--- config.mk ---
export PLATFORM = sky130hd
export DESIGN_NAME = dsp_mac_slice_flags
export DESIGN_NICKNAME = d
export VERILOG_FILES = /design/src/design/dsp_stage.sv /design/src/design/dsp_mac_slice_flags.sv
export SDC_FILE = /design/constraint.sdc
export NUM_CORES = 2
export LEC_CHECK = 0
export BUFFER_PORTS_ARGS = -buffer_cell sky130_fd_sc_hd__buf_2
export CAP_MARGIN = 20
export CORE_UTILIZATION = 35
export CTS_BUF_LIST = sky130_fd_sc_hd__clkbuf_2 sky130_fd_sc_hd__clkbuf_4 sky130_fd_sc_hd__clkbuf_8
export CTS_CLUSTER_DIAMETER = 50
export DETAILED_ROUTE_END_ITERATION = 6
export PLACE_DENSITY = 0.6
export SYNTH_ARGS = -nofsm -noshare
export SYNTH_HDL_FRONTEND = slang
export SYNTH_HIERARCHICAL = 1
export SYNTH_SLANG_ARGS = --single-unit
--- constraint.sdc ---
create_clock -name clock -period 28.1 [get_ports clock]
set_input_delay 2.81 -clock clock [delete_from_list [all_inputs] [get_ports clock]]
set_output_delay 2.81 -clock clock [all_outputs]
set_load 0.005 [all_outputs]
--- src/design/dsp_stage.sv ---
// constants package and the bypassable, source-selected register stage
`timescale 1ns/10ps
`default_nettype none

package dsp_slice_pkg;
    localparam int OP_W_DEF = 18;
    localparam int ACC_W_DEF = 52;
    localparam int NUM_SRC = 4;
    localparam int SEL_W = 2;
    localparam logic [1:0] SEL_RESET = 2'h0;
    localparam logic STAGE_USE_RESET = 1'h0;
    localparam logic FLAG_RESET = 1'h0;
endpackage

module dsp_stage
    import dsp_slice_pkg::*;
#(
    parameter int W = OP_W_DEF
) (
    input wire logic clock,
    input wire logic rst_b,
    input wire logic [NUM_SRC-1:0] tick_src,
    input wire logic [NUM_SRC-1:0] ce_src,
    input wire logic [NUM_SRC-1:0] rst_src,
    input wire logic [SEL_W-1:0] tick_sel,
    input wire logic [SEL_W-1:0] ce_sel,
    input wire logic [SEL_W-1:0] rst_sel,
    input wire logic use_reg,
    input wire logic [W-1:0] d,
    output logic [W-1:0] q
);
    logic [W-1:0] hold_q;

    // refused at elaboration, before any logic is built
    if (W < 1) begin : g_width_check
        $error("dsp_stage width must be at least 1");
    end

    // clock, enable and reset each picked from their own source set
    always_ff @(posedge clock) begin
        if (!rst_b || rst_src[rst_sel]) begin
            hold_q <= '0;
        end else if (tick_src[tick_sel] && ce_src[ce_sel]) begin
            hold_q <= d;
        end
    end

    // bypass leaves the stage transparent
    always_comb begin
        q = use_reg ? hold_q : d;
    end
endmodule

`default_nettype wire

--- src/design/dsp_mac_slice_flags.sv ---
// multiply-accumulate / multiply-add-sub slice with ALU result flags
`timescale 1ns/10ps
`default_nettype none

module dsp_mac_slice_flags
    import dsp_slice_pkg::*;
#(
    parameter int OP_W = OP_W_DEF,
    parameter int ACC_W = ACC_W_DEF
) (
    input wire logic clock,
    input wire logic rst_b,
    input wire logic fabric_clock_0,
    input wire logic fabric_clock_1,
    input wire logic fabric_clock_2,
    input wire logic fabric_clock_3,
    input wire logic [NUM_SRC-1:0] fabric_ce,
    input wire logic [NUM_SRC-1:0] fabric_reset,
    input wire logic [SEL_W-1:0] in_tick_sel,
    input wire logic [SEL_W-1:0] in_ce_sel,
    input wire logic [SEL_W-1:0] in_rst_sel,
    input wire logic [SEL_W-1:0] pipe_tick_sel,
    input wire logic [SEL_W-1:0] pipe_ce_sel,
    input wire logic [SEL_W-1:0] pipe_rst_sel,
    input wire logic [SEL_W-1:0] out_tick_sel,
    input wire logic [SEL_W-1:0] out_ce_sel,
    input wire logic [SEL_W-1:0] out_rst_sel,
    input wire logic in_reg_en,
    input wire logic pipe_reg_en,
    input wire logic out_reg_en,
    input wire logic dual_product_add_sub_mode,
    input wire logic subtract_select,
    input wire logic accum_load,
    input wire logic [ACC_W-1:0] accum_load_value,
    input wire logic [ACC_W-1:0] flag_mask,
    input wire logic [ACC_W-1:0] flag_pattern,
    input wire logic [OP_W-1:0] first_pair_operand_a,
    input wire logic [OP_W-1:0] first_pair_operand_b,
    input wire logic [OP_W-1:0] second_pair_operand_a,
    input wire logic [OP_W-1:0] second_pair_operand_b,
    output logic [ACC_W-1:0] result,
    output logic result_zero_flag,
    output logic masked_zero_flag,
    output logic masked_ones_flag,
    output logic pattern_match_flag,
    output logic inverse_pattern_match_flag,
    output logic accum_overflow_flag,
    output logic accum_underflow_flag,
    output logic accum_range_error_flag
);
    localparam int P_W = 2 * OP_W;

    logic [NUM_SRC-1:0] ticks;
    logic [4*OP_W-1:0] ops_q;
    logic [2*P_W-1:0] prod_d;
    logic [2*P_W-1:0] prod_q;
    logic [ACC_W-1:0] p0_ext;
    logic [ACC_W-1:0] p1_ext;
    logic [ACC_W:0] acc_wide;
    logic [ACC_W-1:0] sum_d;
    logic over_d;
    logic under_d;
    logic out_hit;
    logic out_rst;
    logic out_load;

    // widths the datapath cannot serve are refused at elaboration
    if (OP_W < 2) begin : g_op_width_check
        $error("operand width too small");
    end
    if (ACC_W < P_W + 1) begin : g_acc_width_check
        $error("accumulator narrower than a product plus sign");
    end

    always_comb begin
        ticks = {fabric_clock_3, fabric_clock_2, fabric_clock_1, fabric_clock_0};
    end

    // all four operands share one input stage selection
    dsp_stage #(.W(4 * OP_W)) u_in_stage (
        .clock(clock),
        .rst_b(rst_b),
        .tick_src(ticks),
        .ce_src(fabric_ce),
        .rst_src(fabric_reset),
        .tick_sel(in_tick_sel),
        .ce_sel(in_ce_sel),
        .rst_sel(in_rst_sel),
        .use_reg(in_reg_en),
        .d({second_pair_operand_b, second_pair_operand_a, first_pair_operand_b, first_pair_operand_a}),
        .q(ops_q)
    );

    always_comb begin
        prod_d[P_W-1:0] = P_W'($signed(ops_q[OP_W-1:0]) * $signed(ops_q[2*OP_W-1:OP_W]));
        prod_d[2*P_W-1:P_W] = P_W'($signed(ops_q[3*OP_W-1:2*OP_W]) * $signed(ops_q[4*OP_W-1:3*OP_W]));
    end

    dsp_stage #(.W(2 * P_W)) u_pipe_stage (
        .clock(clock),
        .rst_b(rst_b),
        .tick_src(ticks),
        .ce_src(fabric_ce),
        .rst_src(fabric_reset),
        .tick_sel(pipe_tick_sel),
        .ce_sel(pipe_ce_sel),
        .rst_sel(pipe_rst_sel),
        .use_reg(pipe_reg_en),
        .d(prod_d),
        .q(prod_q)
    );

    always_comb begin
        p0_ext = {{(ACC_W-P_W){prod_q[P_W-1]}}, prod_q[P_W-1:0]};
        p1_ext = {{(ACC_W-P_W){prod_q[2*P_W-1]}}, prod_q[2*P_W-1:P_W]};
        // one extra bit tells the sign a wrapped sum should have had
        acc_wide = {result[ACC_W-1], result} + {p0_ext[ACC_W-1], p0_ext};
        over_d = 1'h0;
        under_d = 1'h0;
        if (dual_product_add_sub_mode) begin
            sum_d = subtract_select ? ACC_W'(p0_ext - p1_ext) : ACC_W'(p0_ext + p1_ext);
        end else if (accum_load) begin
            sum_d = accum_load_value;
        end else begin
            sum_d = acc_wide[ACC_W-1:0];
            over_d = (acc_wide[ACC_W] != acc_wide[ACC_W-1]) && !acc_wide[ACC_W];
            under_d = (acc_wide[ACC_W] != acc_wide[ACC_W-1]) && acc_wide[ACC_W];
        end
    end

    always_comb begin
        out_hit = ticks[out_tick_sel] && fabric_ce[out_ce_sel];
        out_rst = fabric_reset[out_rst_sel];
        // in dual-product mode a bypassed output stage simply follows every system clock
        out_load = (!dual_product_add_sub_mode || out_reg_en) ? out_hit : 1'h1;
    end

    always_ff @(posedge clock) begin
        if (!rst_b || out_rst) begin
            result <= '0;
        end else if (out_load) begin
            result <= sum_d;
        end
    end

    // flags computed from the value being loaded so they stay aligned with it
    always_ff @(posedge clock) begin
        if (!rst_b || out_rst) begin
            result_zero_flag <= 1'h1;
            masked_zero_flag <= 1'h1;
            masked_ones_flag <= (flag_mask == '1);
            pattern_match_flag <= ((flag_pattern & ~flag_mask) == '0);
            inverse_pattern_match_flag <= ((~flag_pattern & ~flag_mask) == '0);
            accum_overflow_flag <= FLAG_RESET;
            accum_underflow_flag <= FLAG_RESET;
            accum_range_error_flag <= FLAG_RESET;
        end else if (out_load) begin
            result_zero_flag <= (sum_d == '0);
            masked_zero_flag <= ((sum_d & ~flag_mask) == '0);
            masked_ones_flag <= ((sum_d | flag_mask) == '1);
            pattern_match_flag <= (((sum_d ^ flag_pattern) & ~flag_mask) == '0);
            inverse_pattern_match_flag <= (((sum_d ^ ~flag_pattern) & ~flag_mask) == '0);
            accum_overflow_flag <= over_d;
            accum_underflow_flag <= under_d;
            accum_range_error_flag <= over_d || under_d;
        end
    end

    property p_acc_add;
        @(posedge clock) disable iff (!rst_b)
        (!dual_product_add_sub_mode && !accum_load && out_hit && !out_rst)
            |=> result == ACC_W'($past(result) + $past(p0_ext));
    endproperty
    a_acc_add: assert property (p_acc_add) else $error("accumulate sum wrong");

    property p_acc_hold;
        @(posedge clock) disable iff (!rst_b)
        (!dual_product_add_sub_mode && !out_hit && !out_rst) |=> $stable(result) && $stable(accum_overflow_flag);
    endproperty
    a_acc_hold: assert property (p_acc_hold) else $error("accumulator moved without output edge");

    property p_acc_load;
        @(posedge clock) disable iff (!rst_b)
        (!dual_product_add_sub_mode && accum_load && out_hit && !out_rst)
            |=> result == $past(accum_load_value) && !accum_range_error_flag;
    endproperty
    a_acc_load: assert property (p_acc_load) else $error("accumulator load failed");

    property p_dual;
        @(posedge clock) disable iff (!rst_b)
        (dual_product_add_sub_mode && !out_reg_en && !out_rst)
            |=> result == ($past(subtract_select) ? ACC_W'($past(p0_ext) - $past(p1_ext))
                                                  : ACC_W'($past(p0_ext) + $past(p1_ext)));
    endproperty
    a_dual: assert property (p_dual) else $error("dual product result wrong");

    property p_zero;
        @(posedge clock) disable iff (!rst_b)
        result_zero_flag == (result == '0);
    endproperty
    a_zero: assert property (p_zero) else $error("zero flag disagrees with result");

    property p_mzero;
        @(posedge clock) disable iff (!rst_b)
        $stable(flag_mask) && $past(rst_b) |-> masked_zero_flag == ((result & ~flag_mask) == '0);
    endproperty
    a_mzero: assert property (p_mzero) else $error("masked zero flag wrong");

    property p_mones;
        @(posedge clock) disable iff (!rst_b)
        $stable(flag_mask) && $past(rst_b) |-> masked_ones_flag == ((result | flag_mask) == '1);
    endproperty
    a_mones: assert property (p_mones) else $error("masked ones flag wrong");

    property p_pat;
        @(posedge clock) disable iff (!rst_b)
        $stable(flag_mask) && $stable(flag_pattern) && $past(rst_b)
            |-> pattern_match_flag == (((result ^ flag_pattern) & ~flag_mask) == '0)
             && inverse_pattern_match_flag == (((result ^ ~flag_pattern) & ~flag_mask) == '0);
    endproperty
    a_pat: assert property (p_pat) else $error("pattern flags wrong");

    property p_range;
        @(posedge clock) disable iff (!rst_b)
        !(accum_overflow_flag && accum_underflow_flag)
            && accum_range_error_flag == (accum_overflow_flag || accum_underflow_flag);
    endproperty
    a_range: assert property (p_range) else $error("range flags inconsistent");
endmodule

`default_nettype wire

==> results.tsv <==
metric	value	unit
critical path class	in2reg	
Critical path origin	in_reg_en	
area of the multi-input gates	0.03813	mm2
worst-skew pair later-pin latency	0.70	ns
GRT Util Overall	25.04	%
final setup vio count	0	
DR WL/cell	22.96	um
Reg clk slew, reported paths	0.06	ns
Post-Syn Instances	5465	
Routed WL	169300	um
CP most frequent cell	fa_1	
# rows	133	
Die Ht	367.5	um
Worst Hold Class	reg2reg	
DR DRC count	0	
crit share post-route	60.33	%
syn_area_per_cell	8.556	um2
CTS root buffer	clkbuf_8	
initial cell density of the core	35.43	%
ANT cells	0	
# placed instances	7281	
# nets final	6780	
net count after synthesis	6666	
top flop regs	u_in_stage/hold_q: 72 flops, u_pipe_stage/hold_q: 72 flops, result: 52 flops	
die width	367.5	um
worst-path fanout max	72	
post-DP HPWL	138400	um
pin count of the biggest net entering global routing	115	
FILL cells	13470	
RSZ-0062 raised after global routing	false	
post-cts resize count	0	
mapped cell area	0.04676	mm2
vias in the first global route	41750	
CTS Buffer Depth	3	
synth warn	6	
Slew Limit Fails	0	
routability cong.	0.9895	
critical path data arrival time	17.43	ns
initial antenna violation count	5	
main flop type after synthesis	dfxtp_1	
highest clock rate	0.05899	GHz
Final Hold Viols	0	
Die ar.	0.1351	mm2
antenna viol nets, final	0	
final critical-path required period	16.95	ns
number of synthesized flops with an enable pin	3	
Rel. slew slack	20.13	%
CP endpoint kind	flip-flop	
Required @ worst endpoint	28.58	ns
setup TNS	0	ns
hold_ws	0.4736	ns
CP endpoint	pattern_match_flag	
layout cell share with drive strength beyond 1	14.65	%
R2R setup slack	13.98	ns
Max-Cap Viols	0	
vias	40810	
startpoint type of the worst setup path	primary input	
Storage cell area	0.004114	mm2
Worst Skew	0.04827	ns
Port Buf Inserts	325	
worst reg2reg path startpoint	u_in_stage/hold_q[54]	
reg2reg path depth	47	
Slew @ Worst Pin	1.191	ns
clock tree sinks	204	
asr flop ratio synth	0	%
Starting DRT DRC Count	3223	
hold_sp	result[42]	
CTS Hold Bufs	0	
DR pass1 iterations	6	
H-tree levels	2	
Worst path max stage delay	0.76	ns
register area share after synthesis	8.799	%
run status	finished, final reports clean	
library cells used by synthesis	113	
area grow syn2layout	8.239	%
TritonCTS clock tree	yes	
core area	0.1320	mm2
postcts setup bufs	0	
FF-to-FF End	pattern_match_flag	
Non-Filler Instances	7374	
gr ovfl total	0	
Yosys reg bits	204	
first-pass GRT wire length	260900	um
critical path's slowest cell	buf_4	
Num CTS Buffers	50	
Ports	326	
vias per inst	5.534	
==> stage by stage <==
stage / setup slack (ns) / utilization, % / area, um2
2_1_floorplan: 13.74 / - / 46760
3_3_place_gp: 10.78 / 37.45 / 49430
6_report: 11.15 / 38.35 / 50610
4_1_cts: 11.35 / 38.33 / 50580
5_1_grt: 10.40 / 38.35 / 50610
3_5_place_dp: 10.68 / 37.45 / 49430
==> cell usage in the layout (no fill, tap or decap), drive strengths merged, types with 157 or more instances in the layout <==
cell type / n
a21oi: 255
nand2: 477
dfxtp: 201
xnor2: 157
buf: 363
nand3: 201
and2: 351
inv: 821
ha: 275
nor2: 297
a211oi: 197
fa: 660
==> final cells by class <==
type                       instances  area share [%]
sequential                       204           8.129
multi-input combinational       4139           75.34
tap                             1755           4.339
clock inverter                    24          0.5439
clock buffer                      68           1.738
inverter                         821           6.094
timing repair buffer             363           3.817
==> logic make-up after synthesis <==
logic type               Yosys count  share of synthesized area [%]
multiplexers                     194                          4.857
flip-flops                       204                          8.799
XOR/XNOR                         207                          3.952
AND/OR/NAND/NOR                 1675                          17.88
adder cells (fa/ha/maj)          935                          35.62
AO/OA/AOI/OAI                   1128                          19.16
buffers and inverters           1122                          9.741
==> critical path, delay by kind of cell <==
family          cells  cell delay [ns]
compound gates     16             4.27
buf+inv             6             1.05
simple gates       13             3.59
fa+ha+maj           8             3.52
mux                 3             1.53
xor+xnor            3             0.58
==> cells in the mapped netlist (33+ instances only) <==
cell type,count,share of area [%]
nor3_1,75,0.80
ha_1,275,7.4
buf_6,35,0.84
a21o_1,61,0.98
nor2_1,293,2.4
nor4_1,43,0.58
nand3_1,200,2.1
a21bo_1,144,3.1
a211oi_1,48,0.77
and2_1,351,4.7
dfxtp_1,201,8.6
mux2_2,153,3.7
o22ai_1,39,0.52
xnor2_1,157,2.9
a21oi_1,252,2.7
a211oi_2,147,3.9
nand2_1,477,3.8
nor2b_1,33,0.44
nand4_1,44,0.59
fa_1,660,28
nand2b_1,38,0.51
a31oi_1,35,0.47
o21ai_0,99,1.1
inv_1,817,6.6
buf_2,50,0.54
clkbuf_1,191,1.5
xor2_1,47,0.88
==> layer usage <==
metal / up-vias / track usage [%] / part of all wire, %
met1: 20340 / 34.85 / 44
met2: 1668 / 39.37 / 45
met5: - / 0 / 0.0071
met3: 272 / 3.684 / 7.1
li1: 18520 / - / -
met4: 2 / 8.670 / 3.9
==> how the worst min path moves through the flow <==
stage                     cells past startpoint                to  slack, ns
final                                         2        result[42]       0.47
after global routing                          2        result[42]       0.49
after CTS                                     2  masked_zero_flag       0.47
after detailed placement                      2  masked_zero_flag       0.45
after global placement                        2  masked_zero_flag       0.45
after floorplan                               2  masked_zero_flag       0.46
Power is not shown: default switching activity piles up to over one toggle a cycle in this logic, so the estimate is an artifact.
